<file path="config.mk">
export PLATFORM = sky130hd
export DESIGN_NAME = indirect_register_access
export DESIGN_NICKNAME = d
export VERILOG_FILES = /design/src/verilog/indirect_register_access.v /design/src/verilog/indirect_bank_mem.v /design/src/verilog/indirect_sel_decode.v
export VERILOG_INCLUDE_DIRS = /design/src /design/src/verilog
export SDC_FILE = /design/constraint.sdc
export NUM_CORES = 1
export LEC_CHECK = 0
export BUFFER_PORTS_ARGS = -buffer_cell sky130_fd_sc_hd__buf_2
export CAP_MARGIN = 0
export CORE_MARGIN = 5
export CORE_UTILIZATION = 35
export CTS_BUF_LIST = sky130_fd_sc_hd__clkbuf_2 sky130_fd_sc_hd__clkbuf_4 sky130_fd_sc_hd__clkbuf_8
export CTS_CLUSTER_DIAMETER = 120
export DETAILED_ROUTE_END_ITERATION = 6
export SYNTH_ARGS = -nofsm -noshare
export SYNTH_HDL_FRONTEND = slang
export SYNTH_SLANG_ARGS = --single-unit
</file>
<file path="constraint.sdc">
create_clock -name core_clk_i -period 7.8 [get_ports core_clk_i]
set_input_delay 1.56 -clock core_clk_i [delete_from_list [all_inputs] [get_ports core_clk_i]]
set_output_delay 1.56 -clock core_clk_i [all_outputs]
set_load 0.02 [all_outputs]
</file>
<file path="src/verilog/indirect_access_map.vh">
// Purpose: offsets, field positions and reset values of the indirect access port
// Assumes: 32-bit apb data, 8-bit registers in the low byte
// Notes:   bank side is two 64-entry byte banks, one per receiver port
`ifndef INDIRECT_ACCESS_MAP_VH
`define INDIRECT_ACCESS_MAP_VH

// main register space indices; byte address is four times the index
`define IND_SEL_IDX        8'h40
`define IND_OFS_IDX        8'h41
`define IND_DAT_IDX        8'h42
`define IND_STS_IDX        8'h43
`define IND_ADDR_W         10

// bank select field layout
`define SEL_RD_BIT         0
`define SEL_AINC_BIT       1
`define SEL_P0_BIT         2
`define SEL_P1_BIT         3

// documented bank select codes
`define SEL_P0_WR          8'h04
`define SEL_P1_WR          8'h08
`define SEL_P0_RD          8'h05
`define SEL_P1_RD          8'h09

// reset values
`define SEL_RST            8'h00
`define OFS_RST            8'h00
`define DAT_RST            8'h00

// target bank geometry
`define BANK_AW            6
`define BANK_DEPTH         64

`endif

</file>
<file path="src/verilog/indirect_register_access.v">
// Purpose: apb slave holding the indirect bank select, offset and data registers
// Assumes: one clock, asynchronous active-high reset, apb3 master
// Notes:   data reads take two wait states while the bank is fetched
//
// Our own choice: the APB register port.
`timescale 1ns/1ps
`default_nettype none
`include "indirect_access_map.vh"

// Overview of operation
// - select, offset, data at 0x40 to 0x42
// - data accesses go to chosen bank, stored offset
// - codes 0x04 and 0x08 select bank for write
// - codes 0x05 and 0x09 select bank for read
// - data write stores byte at current offset
// - data read returns bank byte at offset
// - auto increment bumps offset after each completed data access
module indirect_register_access (
	input  wire        core_clk_i,
	input  wire        sys_rst_i,
	input  wire        psel,
	input  wire        penable,
	input  wire        pwrite,
	input  wire [11:0] paddr,
	input  wire [31:0] pwdata,
	output reg  [31:0] prdata,
	output wire        pready,
	output wire        pslverr
);

	// one-hot states; default branch returns an illegal code to idle
	localparam [2:0] ST_IDLE  = 3'b001;
	localparam [2:0] ST_FETCH = 3'b010;
	localparam [2:0] ST_DONE  = 3'b100;

	reg  [7:0] sel_ff;
	reg  [7:0] ofs_ff;
	reg  [2:0] st_ff;
	reg  [2:0] nxt_st;
	reg  [7:0] rd_err_ff;
	wire       p0_w;
	wire       p1_w;
	wire       rd_w;
	wire       ainc_w;
	wire [7:0] rdata0_w;
	wire [7:0] rdata1_w;
	wire       acc_w;
	wire       word_ok_w;
	wire [9:0] idx_w;
	wire       hit_sel_w;
	wire       hit_ofs_w;
	wire       hit_dat_w;
	wire       hit_sts_w;
	wire       dat_wr_w;
	wire       dat_rd_w;
	wire       fetch_w;
	wire       bank_ok_w;
	reg  [7:0] rbyte_w;
	wire       wr_take_w;
	wire       rd_wait_w;
	wire       sel_we_w;
	wire       ofs_we_w;
	wire       sts_we_w;
	wire       bump_w;
	wire       err_map_w;
	wire       err_nobank_w;
	wire       err_dir_w;
	wire       bank0_we_w;
	wire       bank1_we_w;
	wire       bank0_re_w;
	wire       bank1_re_w;
	reg  [7:0] nxt_sel;
	reg  [7:0] nxt_ofs;
	reg  [7:0] nxt_cnt;
	reg [31:0] nxt_prdata;

	////////////////////////////////////////////////////////////////////////
	// address decode

	// compares a word index against a register index
	function hit;
		input [9:0] idx;
		input [7:0] reg_idx;
		begin
			hit = (idx == {2'b00, reg_idx});
		end
	endfunction

	// offset step; wraps at 0xFF
	function [7:0] inc8;
		input [7:0] val;
		begin
			inc8 = val + 8'h01;
		end
	endfunction

	// refused access count; holds at 0xFF instead of wrapping
	function [7:0] sat_inc8;
		input [7:0] val;
		begin
			sat_inc8 = (val == 8'hFF) ? val : inc8(val);
		end
	endfunction

	// word index is paddr[11:2]; low two bits must be zero
	// all index bits are compared, so no register aliases
	// anywhere else in the main space
	assign acc_w     = psel & penable;
	assign word_ok_w = (paddr[1:0] == 2'b00);
	assign idx_w     = paddr[11:2];
	assign hit_sel_w = word_ok_w & hit(idx_w, `IND_SEL_IDX);
	assign hit_ofs_w = word_ok_w & hit(idx_w, `IND_OFS_IDX);
	assign hit_dat_w = word_ok_w & hit(idx_w, `IND_DAT_IDX);
	assign hit_sts_w = word_ok_w & hit(idx_w, `IND_STS_IDX);
	assign bank_ok_w = p0_w | p1_w;

	////////////////////////////////////////////////////////////////////////
	// select decode and the two banks

	indirect_sel_decode u_dec (
		.sel_i  (sel_ff),
		.p0_o   (p0_w),
		.p1_o   (p1_w),
		.rd_o   (rd_w),
		.ainc_o (ainc_w)
	);

	// a data write lands in one cycle, at the access phase edge
	assign dat_wr_w = acc_w & pwrite & hit_dat_w & (st_ff == ST_IDLE);
	// a data read is started once, then waits for the bank
	assign dat_rd_w = acc_w & ~pwrite & hit_dat_w;
	assign fetch_w  = dat_rd_w & (st_ff == ST_IDLE) & rd_w;

	// per bank strobes; only the chosen bank ever sees one
	assign bank0_we_w = dat_wr_w & p0_w;
	assign bank1_we_w = dat_wr_w & p1_w;
	assign bank0_re_w = fetch_w & p0_w;
	assign bank1_re_w = fetch_w & p1_w;

	indirect_bank_mem u_bank0 (
		.core_clk_i (core_clk_i),
		.sys_rst_i  (sys_rst_i),
		.wr_en_i    (bank0_we_w),
		.rd_en_i    (bank0_re_w),
		.addr_i     (ofs_ff[`BANK_AW-1:0]),
		.wdata_i    (pwdata[7:0]),
		.rdata_o    (rdata0_w)
	);

	indirect_bank_mem u_bank1 (
		.core_clk_i (core_clk_i),
		.sys_rst_i  (sys_rst_i),
		.wr_en_i    (bank1_we_w),
		.rd_en_i    (bank1_re_w),
		.addr_i     (ofs_ff[`BANK_AW-1:0]),
		.wdata_i    (pwdata[7:0]),
		.rdata_o    (rdata1_w)
	);

	////////////////////////////////////////////////////////////////////////
	// read sequencing: idle, one fetch cycle, then the answer

	// data read timing, counted in access phase edges:
	//   edge 1: fetch strobe loads the bank read flop, state to fetch
	//   edge 2: read mux passes the bank byte into prdata, state to done
	//   edge 3: pready high, master takes prdata, offset bumps
	// no fetch starts outside idle, so one read is exactly one fetch
	// trade-off: two wait states buy a plain synchronous bank ram
	// writes land at edge 1 and never wait

	always @* begin
		case (st_ff)
			ST_IDLE: begin
				nxt_st = rd_wait_w ? ST_FETCH : ST_IDLE;
			end
			ST_FETCH: begin
				nxt_st = ST_DONE;
			end
			ST_DONE: begin
				nxt_st = ST_IDLE;
			end
			default: begin
				nxt_st = ST_IDLE;
			end
		endcase
	end

	always @(posedge core_clk_i or posedge sys_rst_i) begin
		if (sys_rst_i) begin
			st_ff <= ST_IDLE;
		end else begin
			st_ff <= nxt_st;
		end
	end

	// a data read that has to wait for the bank
	assign rd_wait_w    = dat_rd_w & rd_w & bank_ok_w;
	// data reads with read enable and a bank chosen wait for it; everything else answers at once
	assign pready       = ~rd_wait_w | (st_ff == ST_DONE);

	// refusal causes kept apart so each can be probed alone
	assign err_map_w    = ~(hit_sel_w | hit_ofs_w | hit_dat_w | hit_sts_w);
	assign err_nobank_w = hit_dat_w & ~bank_ok_w;
	// read enable off: the bank byte would be stale, so refuse it
	assign err_dir_w    = hit_dat_w & ~pwrite & ~rd_w;
	assign pslverr      = acc_w & pready & (err_map_w | err_nobank_w | err_dir_w);

	////////////////////////////////////////////////////////////////////////
	// control registers

	// write strobes, one per register; writes never wait
	assign wr_take_w = acc_w & pwrite;
	assign sel_we_w  = wr_take_w & hit_sel_w;
	assign ofs_we_w  = wr_take_w & hit_ofs_w;
	assign sts_we_w  = wr_take_w & hit_sts_w;
	// bump once per completed data access, never on a refused one
	assign bump_w    = ainc_w & bank_ok_w & (dat_wr_w | (st_ff == ST_DONE));

	// bank select next value
	always @* begin
		nxt_sel = sel_ff;
		if (sel_we_w) begin
			nxt_sel = pwdata[7:0];
		end
	end

	// bank select flop
	always @(posedge core_clk_i or posedge sys_rst_i) begin
		if (sys_rst_i) begin
			sel_ff <= `SEL_RST;
		end else begin
			sel_ff <= nxt_sel;
		end
	end

	// offset: software write wins; apb never overlaps it with a bump
	always @* begin
		nxt_ofs = ofs_ff;
		if (ofs_we_w) begin
			nxt_ofs = pwdata[7:0];
		end else if (bump_w) begin
			nxt_ofs = inc8(ofs_ff);
		end
	end

	// offset flop
	always @(posedge core_clk_i or posedge sys_rst_i) begin
		if (sys_rst_i) begin
			ofs_ff <= `OFS_RST;
		end else begin
			ofs_ff <= nxt_ofs;
		end
	end

	// count of data accesses refused for no bank selected; helps bring-up debug
	always @* begin
		nxt_cnt = rd_err_ff;
		if (sts_we_w) begin
			nxt_cnt = 8'h00;
		end else if (acc_w & err_nobank_w) begin
			nxt_cnt = sat_inc8(rd_err_ff);
		end
	end

	// refused count flop
	always @(posedge core_clk_i or posedge sys_rst_i) begin
		if (sys_rst_i) begin
			rd_err_ff <= 8'h00;
		end else begin
			rd_err_ff <= nxt_cnt;
		end
	end

	////////////////////////////////////////////////////////////////////////
	// read mux; bytes sit in the low lane, upper bits zero

	always @* begin
		rbyte_w = 8'h00;
		if (hit_sel_w) begin
			rbyte_w = sel_ff;
		end else if (hit_ofs_w) begin
			rbyte_w = ofs_ff;
		end else if (hit_dat_w) begin
			rbyte_w = p1_w ? rdata1_w : rdata0_w;
		end else if (hit_sts_w) begin
			rbyte_w = rd_err_ff;
		end
	end

	// read data next value; loads whenever a read is on the bus
	always @* begin
		nxt_prdata = prdata;
		if (psel & ~pwrite) begin
			nxt_prdata = {24'h00_0000, rbyte_w};
		end
	end

	// prdata flopped; sampled by the master only with pready
	always @(posedge core_clk_i or posedge sys_rst_i) begin
		if (sys_rst_i) begin
			prdata <= 32'h0000_0000;
		end else begin
			prdata <= nxt_prdata;
		end
	end

endmodule // indirect_register_access
`default_nettype wire

</file>
<file path="src/verilog/indirect_bank_mem.v">
// Purpose: one receiver port's indirect configuration and status bank
// Assumes: single clock, one access per cycle
// Notes:   read data registered; reserved offsets store like any other
`timescale 1ns/1ps
`default_nettype none
`include "indirect_access_map.vh"

module indirect_bank_mem (
	input  wire                    core_clk_i,
	input  wire                    sys_rst_i,
	input  wire                    wr_en_i,
	input  wire                    rd_en_i,
	input  wire [`BANK_AW-1:0]     addr_i,
	input  wire [7:0]              wdata_i,
	output reg  [7:0]              rdata_o
);

	reg [7:0] mem_ff [0:`BANK_DEPTH-1];

	////////////////////////////////////////////////////////////////////////
	// storage; no reset so it maps onto plain ram
	always @(posedge core_clk_i) begin
		if (wr_en_i) begin
			mem_ff[addr_i] <= wdata_i;
		end
	end

	// registered read port
	always @(posedge core_clk_i or posedge sys_rst_i) begin
		if (sys_rst_i) begin
			rdata_o <= `DAT_RST;
		end else if (rd_en_i) begin
			rdata_o <= mem_ff[addr_i];
		end
	end

endmodule // indirect_bank_mem
`default_nettype wire

</file>
<file path="src/verilog/indirect_sel_decode.v">
// Purpose: decodes the bank select byte into port and direction
// Assumes: purely combinational
// Notes:   codes other than the four documented ones, with or without the auto increment bit, select no bank
`timescale 1ns/1ps
`default_nettype none
`include "indirect_access_map.vh"

module indirect_sel_decode (
	input  wire [7:0] sel_i,
	output wire       p0_o,
	output wire       p1_o,
	output wire       rd_o,
	output wire       ainc_o
);

	wire [7:0] code_w;

	// auto increment bit masked off before matching the codes
	assign code_w = sel_i & ~(8'h01 << `SEL_AINC_BIT);
	assign p0_o   = (code_w == `SEL_P0_WR) || (code_w == `SEL_P0_RD);
	assign p1_o   = (code_w == `SEL_P1_WR) || (code_w == `SEL_P1_RD);
	assign rd_o   = sel_i[`SEL_RD_BIT];
	assign ainc_o = sel_i[`SEL_AINC_BIT];

endmodule // indirect_sel_decode
`default_nettype wire

</file>
==> out/metrics.cfg <==
[global_route]
number_of_antenna_violations_at_the_first_check_in_global_routing=3
grt_start_max_net_pins=105
grt_pass1_vias=24748
wire_length_of_the_first_global_routing_pass_mm=177
grt_overflow=0
grt_util_all_layers_pct=18.5

[clock_network]
clock-sinks=1075
clockBufferDepth=3
post-cts-setup-buffer-count=0
numCtsBuffers=166
hold_buffers=0
tritoncts_clock_tree=built
htreeDepth=4
cts-root-buf=clkbuf_8
worst_skew_pair.late_latency_ns=0.83
cts-resized-gates=0
clk_pin_slew_worst_paths_ns=0.06

[setup_path]
worst_r2r_start=ofs_ff[1]
crit_path_end_kind=flip-flop
crit_top_cell=buf_4
reg2regPathDepth=6
worstPathArrival_ns=5.14
worst_ep_required_time_ns=8.24
critical-path-top-delay-family=simple AND/OR/NAND/NOR gates
ff2ff_setup_slack_ns=3.10
worstSetupPathType=flip-flop to flip-flop
cpPeakStageDelay_ns=1.10
worst_path_max_delay_cell=nor2_1
setup.worst_path.start=ofs_ff[1]
crit_path_start_kind=flip-flop
cp_max_fo=16
reg2reg_to=u_bank0.mem_ff[59][2]
timing.critical_path.cells=nand2_1, buf_4, nor2_2, buf_4, nand3_1, nor2_1
timing.critical_path.buf_inv=2

[floorplan]
fp-row-count=128
standard_cell_core_area_mm2=0.122
die-area_mm2=0.129
pin_count=83
die_x_um=359
initial_utilization_pct=35.1
chipHeight_um=359

[finish]
final_common_cell=edfxtp_1
areaGrowthSynthToFinish_pct=11.6
finish.net_count=2645
fillers=10916
multi_input_area_mm2=0.00977
most-common-layout-cells=1024 x edfxtp_1, 210 x nor2_1, 171 x clkbuf_8
post-route-util_pct=39.2
area_occupied_by_registers_mm2=0.0320
ratio_of_cells_with_drive_above_1_in_the_final_layout_pct=18.5

[yosys]
fraction_of_registers_with_async_set_or_reset_after_synthesis_pct=4.74
seq_cells_post_synth=1075
syn_area_per_cell_um2=17.0
synthTopCellsByArea=edfxtp_1 72%, mux2i_1 3.5%, dfrtp_1 2.9%
dominantRegCellSynth=edfxtp_1
mappedNetlistArea_mm2=0.0427
syn_inst=2510
synth-edff-count=1024
post_synth_num_cell_types=76
synth-seq-area-share_pct=75.0
synth_top_cell_by_area=edfxtp_1
synth_top_area_share_pct=72.0
yosysWarnings=0

[place]
port_buffers=34
gpl.final_weighted_congestion=0.890
detailedPlacementHpwl_mm=72.8

[timing]
timing.max_slew.rel_slack_pct=13.6
finalSetupTns_ns=0
tightestPinTransition_ns=1.29
final-setup-viol-count=0
timing.fmax_mhz=213
grt_setup_unrepaired=false
skew_ns=0.0320
finalHoldViolCount=0
layout_worst_path_cycle_share_pct=60.3
final.min_clock_period_ns=4.70
hold-worst-slack_ns=0.466
slew_viol_final=0

[drt]
finalWirelength_mm=123
detail_route.iter0.violations=3294
drcViolationCount=0
num_vias=24892
vias_per_cell=5.73
antenna_left=0
route.detailed.wl_per_inst_um=28.4
dr.pass1.iters=5

[min_path]
min_delay_path_depth=1
whs_endpoint=st_ff[2]
hold_path_startpoint=st_ff[2]
min_path_type=flip-flop to flip-flop

[pwr]
power.density_cell_area_mw_per_mm2=232
leakage_nw=14.7
vdd_ir_drop_max_mv=0.143

[flow_run]
maxCapViolCount=0

[run_status]
status=completed

state kept, by name, indices dropped and copies added, names as in the netlist:
| register | count |
|---|---|
| u_bank0.rdata_o | 8 |
| sel_ff | 8 |
| u_bank1.rdata_o | 8 |
| prdata | 8 |
| u_bank0.mem_ff | 512 |
| rd_err_ff | 8 |
| st_ff | 3 |
| ofs_ff | 8 |
| u_bank1.mem_ff | 512 |
power by group:
part           total (mW)  internal (mW)  switching, mW
Combinational       0.147         0.0157          0.131
Clock                4.58           2.38           2.20
Sequential           6.32           6.32       0.000344
worst reg2reg max path, stage by stage (launching register included):
cell	delay, ns
dfrtp_4	0.57
nand2_1	0.63
buf_4	0.46
nor2_2	0.43
buf_4	0.32
nand3_1	0.79
nor2_1	1.11
per-layer routing:
layer	GRT usage, %	up-vias	routed length [um]
met3	4.71	243	13300
met5	0	-	0
met1	25.0	12772	48900
met2	29.3	1552	57400
li1	-	10325	-
met4	6.15	0	3800
worst max path at each step:
stage / endpoint / slack, ns / depth (start not counted)
global placement: u_bank0.mem_ff[47][4] / 2.53 / 6
CTS: u_bank0.mem_ff[59][2] / 3.15 / 6
detailed placement: u_bank0.mem_ff[47][4] / 2.49 / 6
finish: u_bank0.mem_ff[59][2] / 3.10 / 6
floorplan: pready / 3.57 / 4
global route: u_bank1.rdata_o[5] / 3.04 / 9
kinds of logic (layout without fill, tap and decap cells):
kind of cell	Yosys count	after routing	synth area share, %
muxes	281	281	8.39
buffers and inverters	203	389	2.54
other	1	26	0.00878
AOI/OAI and AO/OA	525	525	9.10
xor gates and xnor gates	15	15	0.308
DFF	1075	1075	75.0
adders and majority gates	2	2	0.0586
and+or+nand+nor	408	408	4.58
through the flow:
stage                     instance area [um2]  power [mW]  instances  setup WS (ns)
after floorplan                         42800        6.48       2533           3.57
after global placement                  44500        6.58       4051           2.53
after detailed placement                44500        6.59       4051           2.49
after CTS                               47700        11.1       4344           3.15
after global routing                    47700        11.4       4346           3.04
final                                   47700        11.0       4346           3.10
final cells by class:
cell class	instances	area share (%)
clock buffers	220	5.71
flip-flops and latches	1075	67.2
inverters	6	0.0472
diodes	2	0.0105
repair buffers	90	1.33
multi-input cells	1255	20.5
well taps	1625	4.27
clock inverters	73	0.932
cell usage after synthesis (15+ instances only):
library cell,instances
mux4_2,54
edfxtp_1,1024
nand2_1,62
nor2_1,214
a21oi_1,43
mux2_2,68
clkbuf_1,66
mux2i_1,151
a221o_1,23
a221oi_1,114
buf_2,57
dfrtp_1,50
o21ai_0,64
a22oi_1,105
nand3_1,25
a31oi_1,15
a22o_1,25
o22ai_1,60
buf_4,55
No activity file was read; power rests on OpenSTA's default activity.
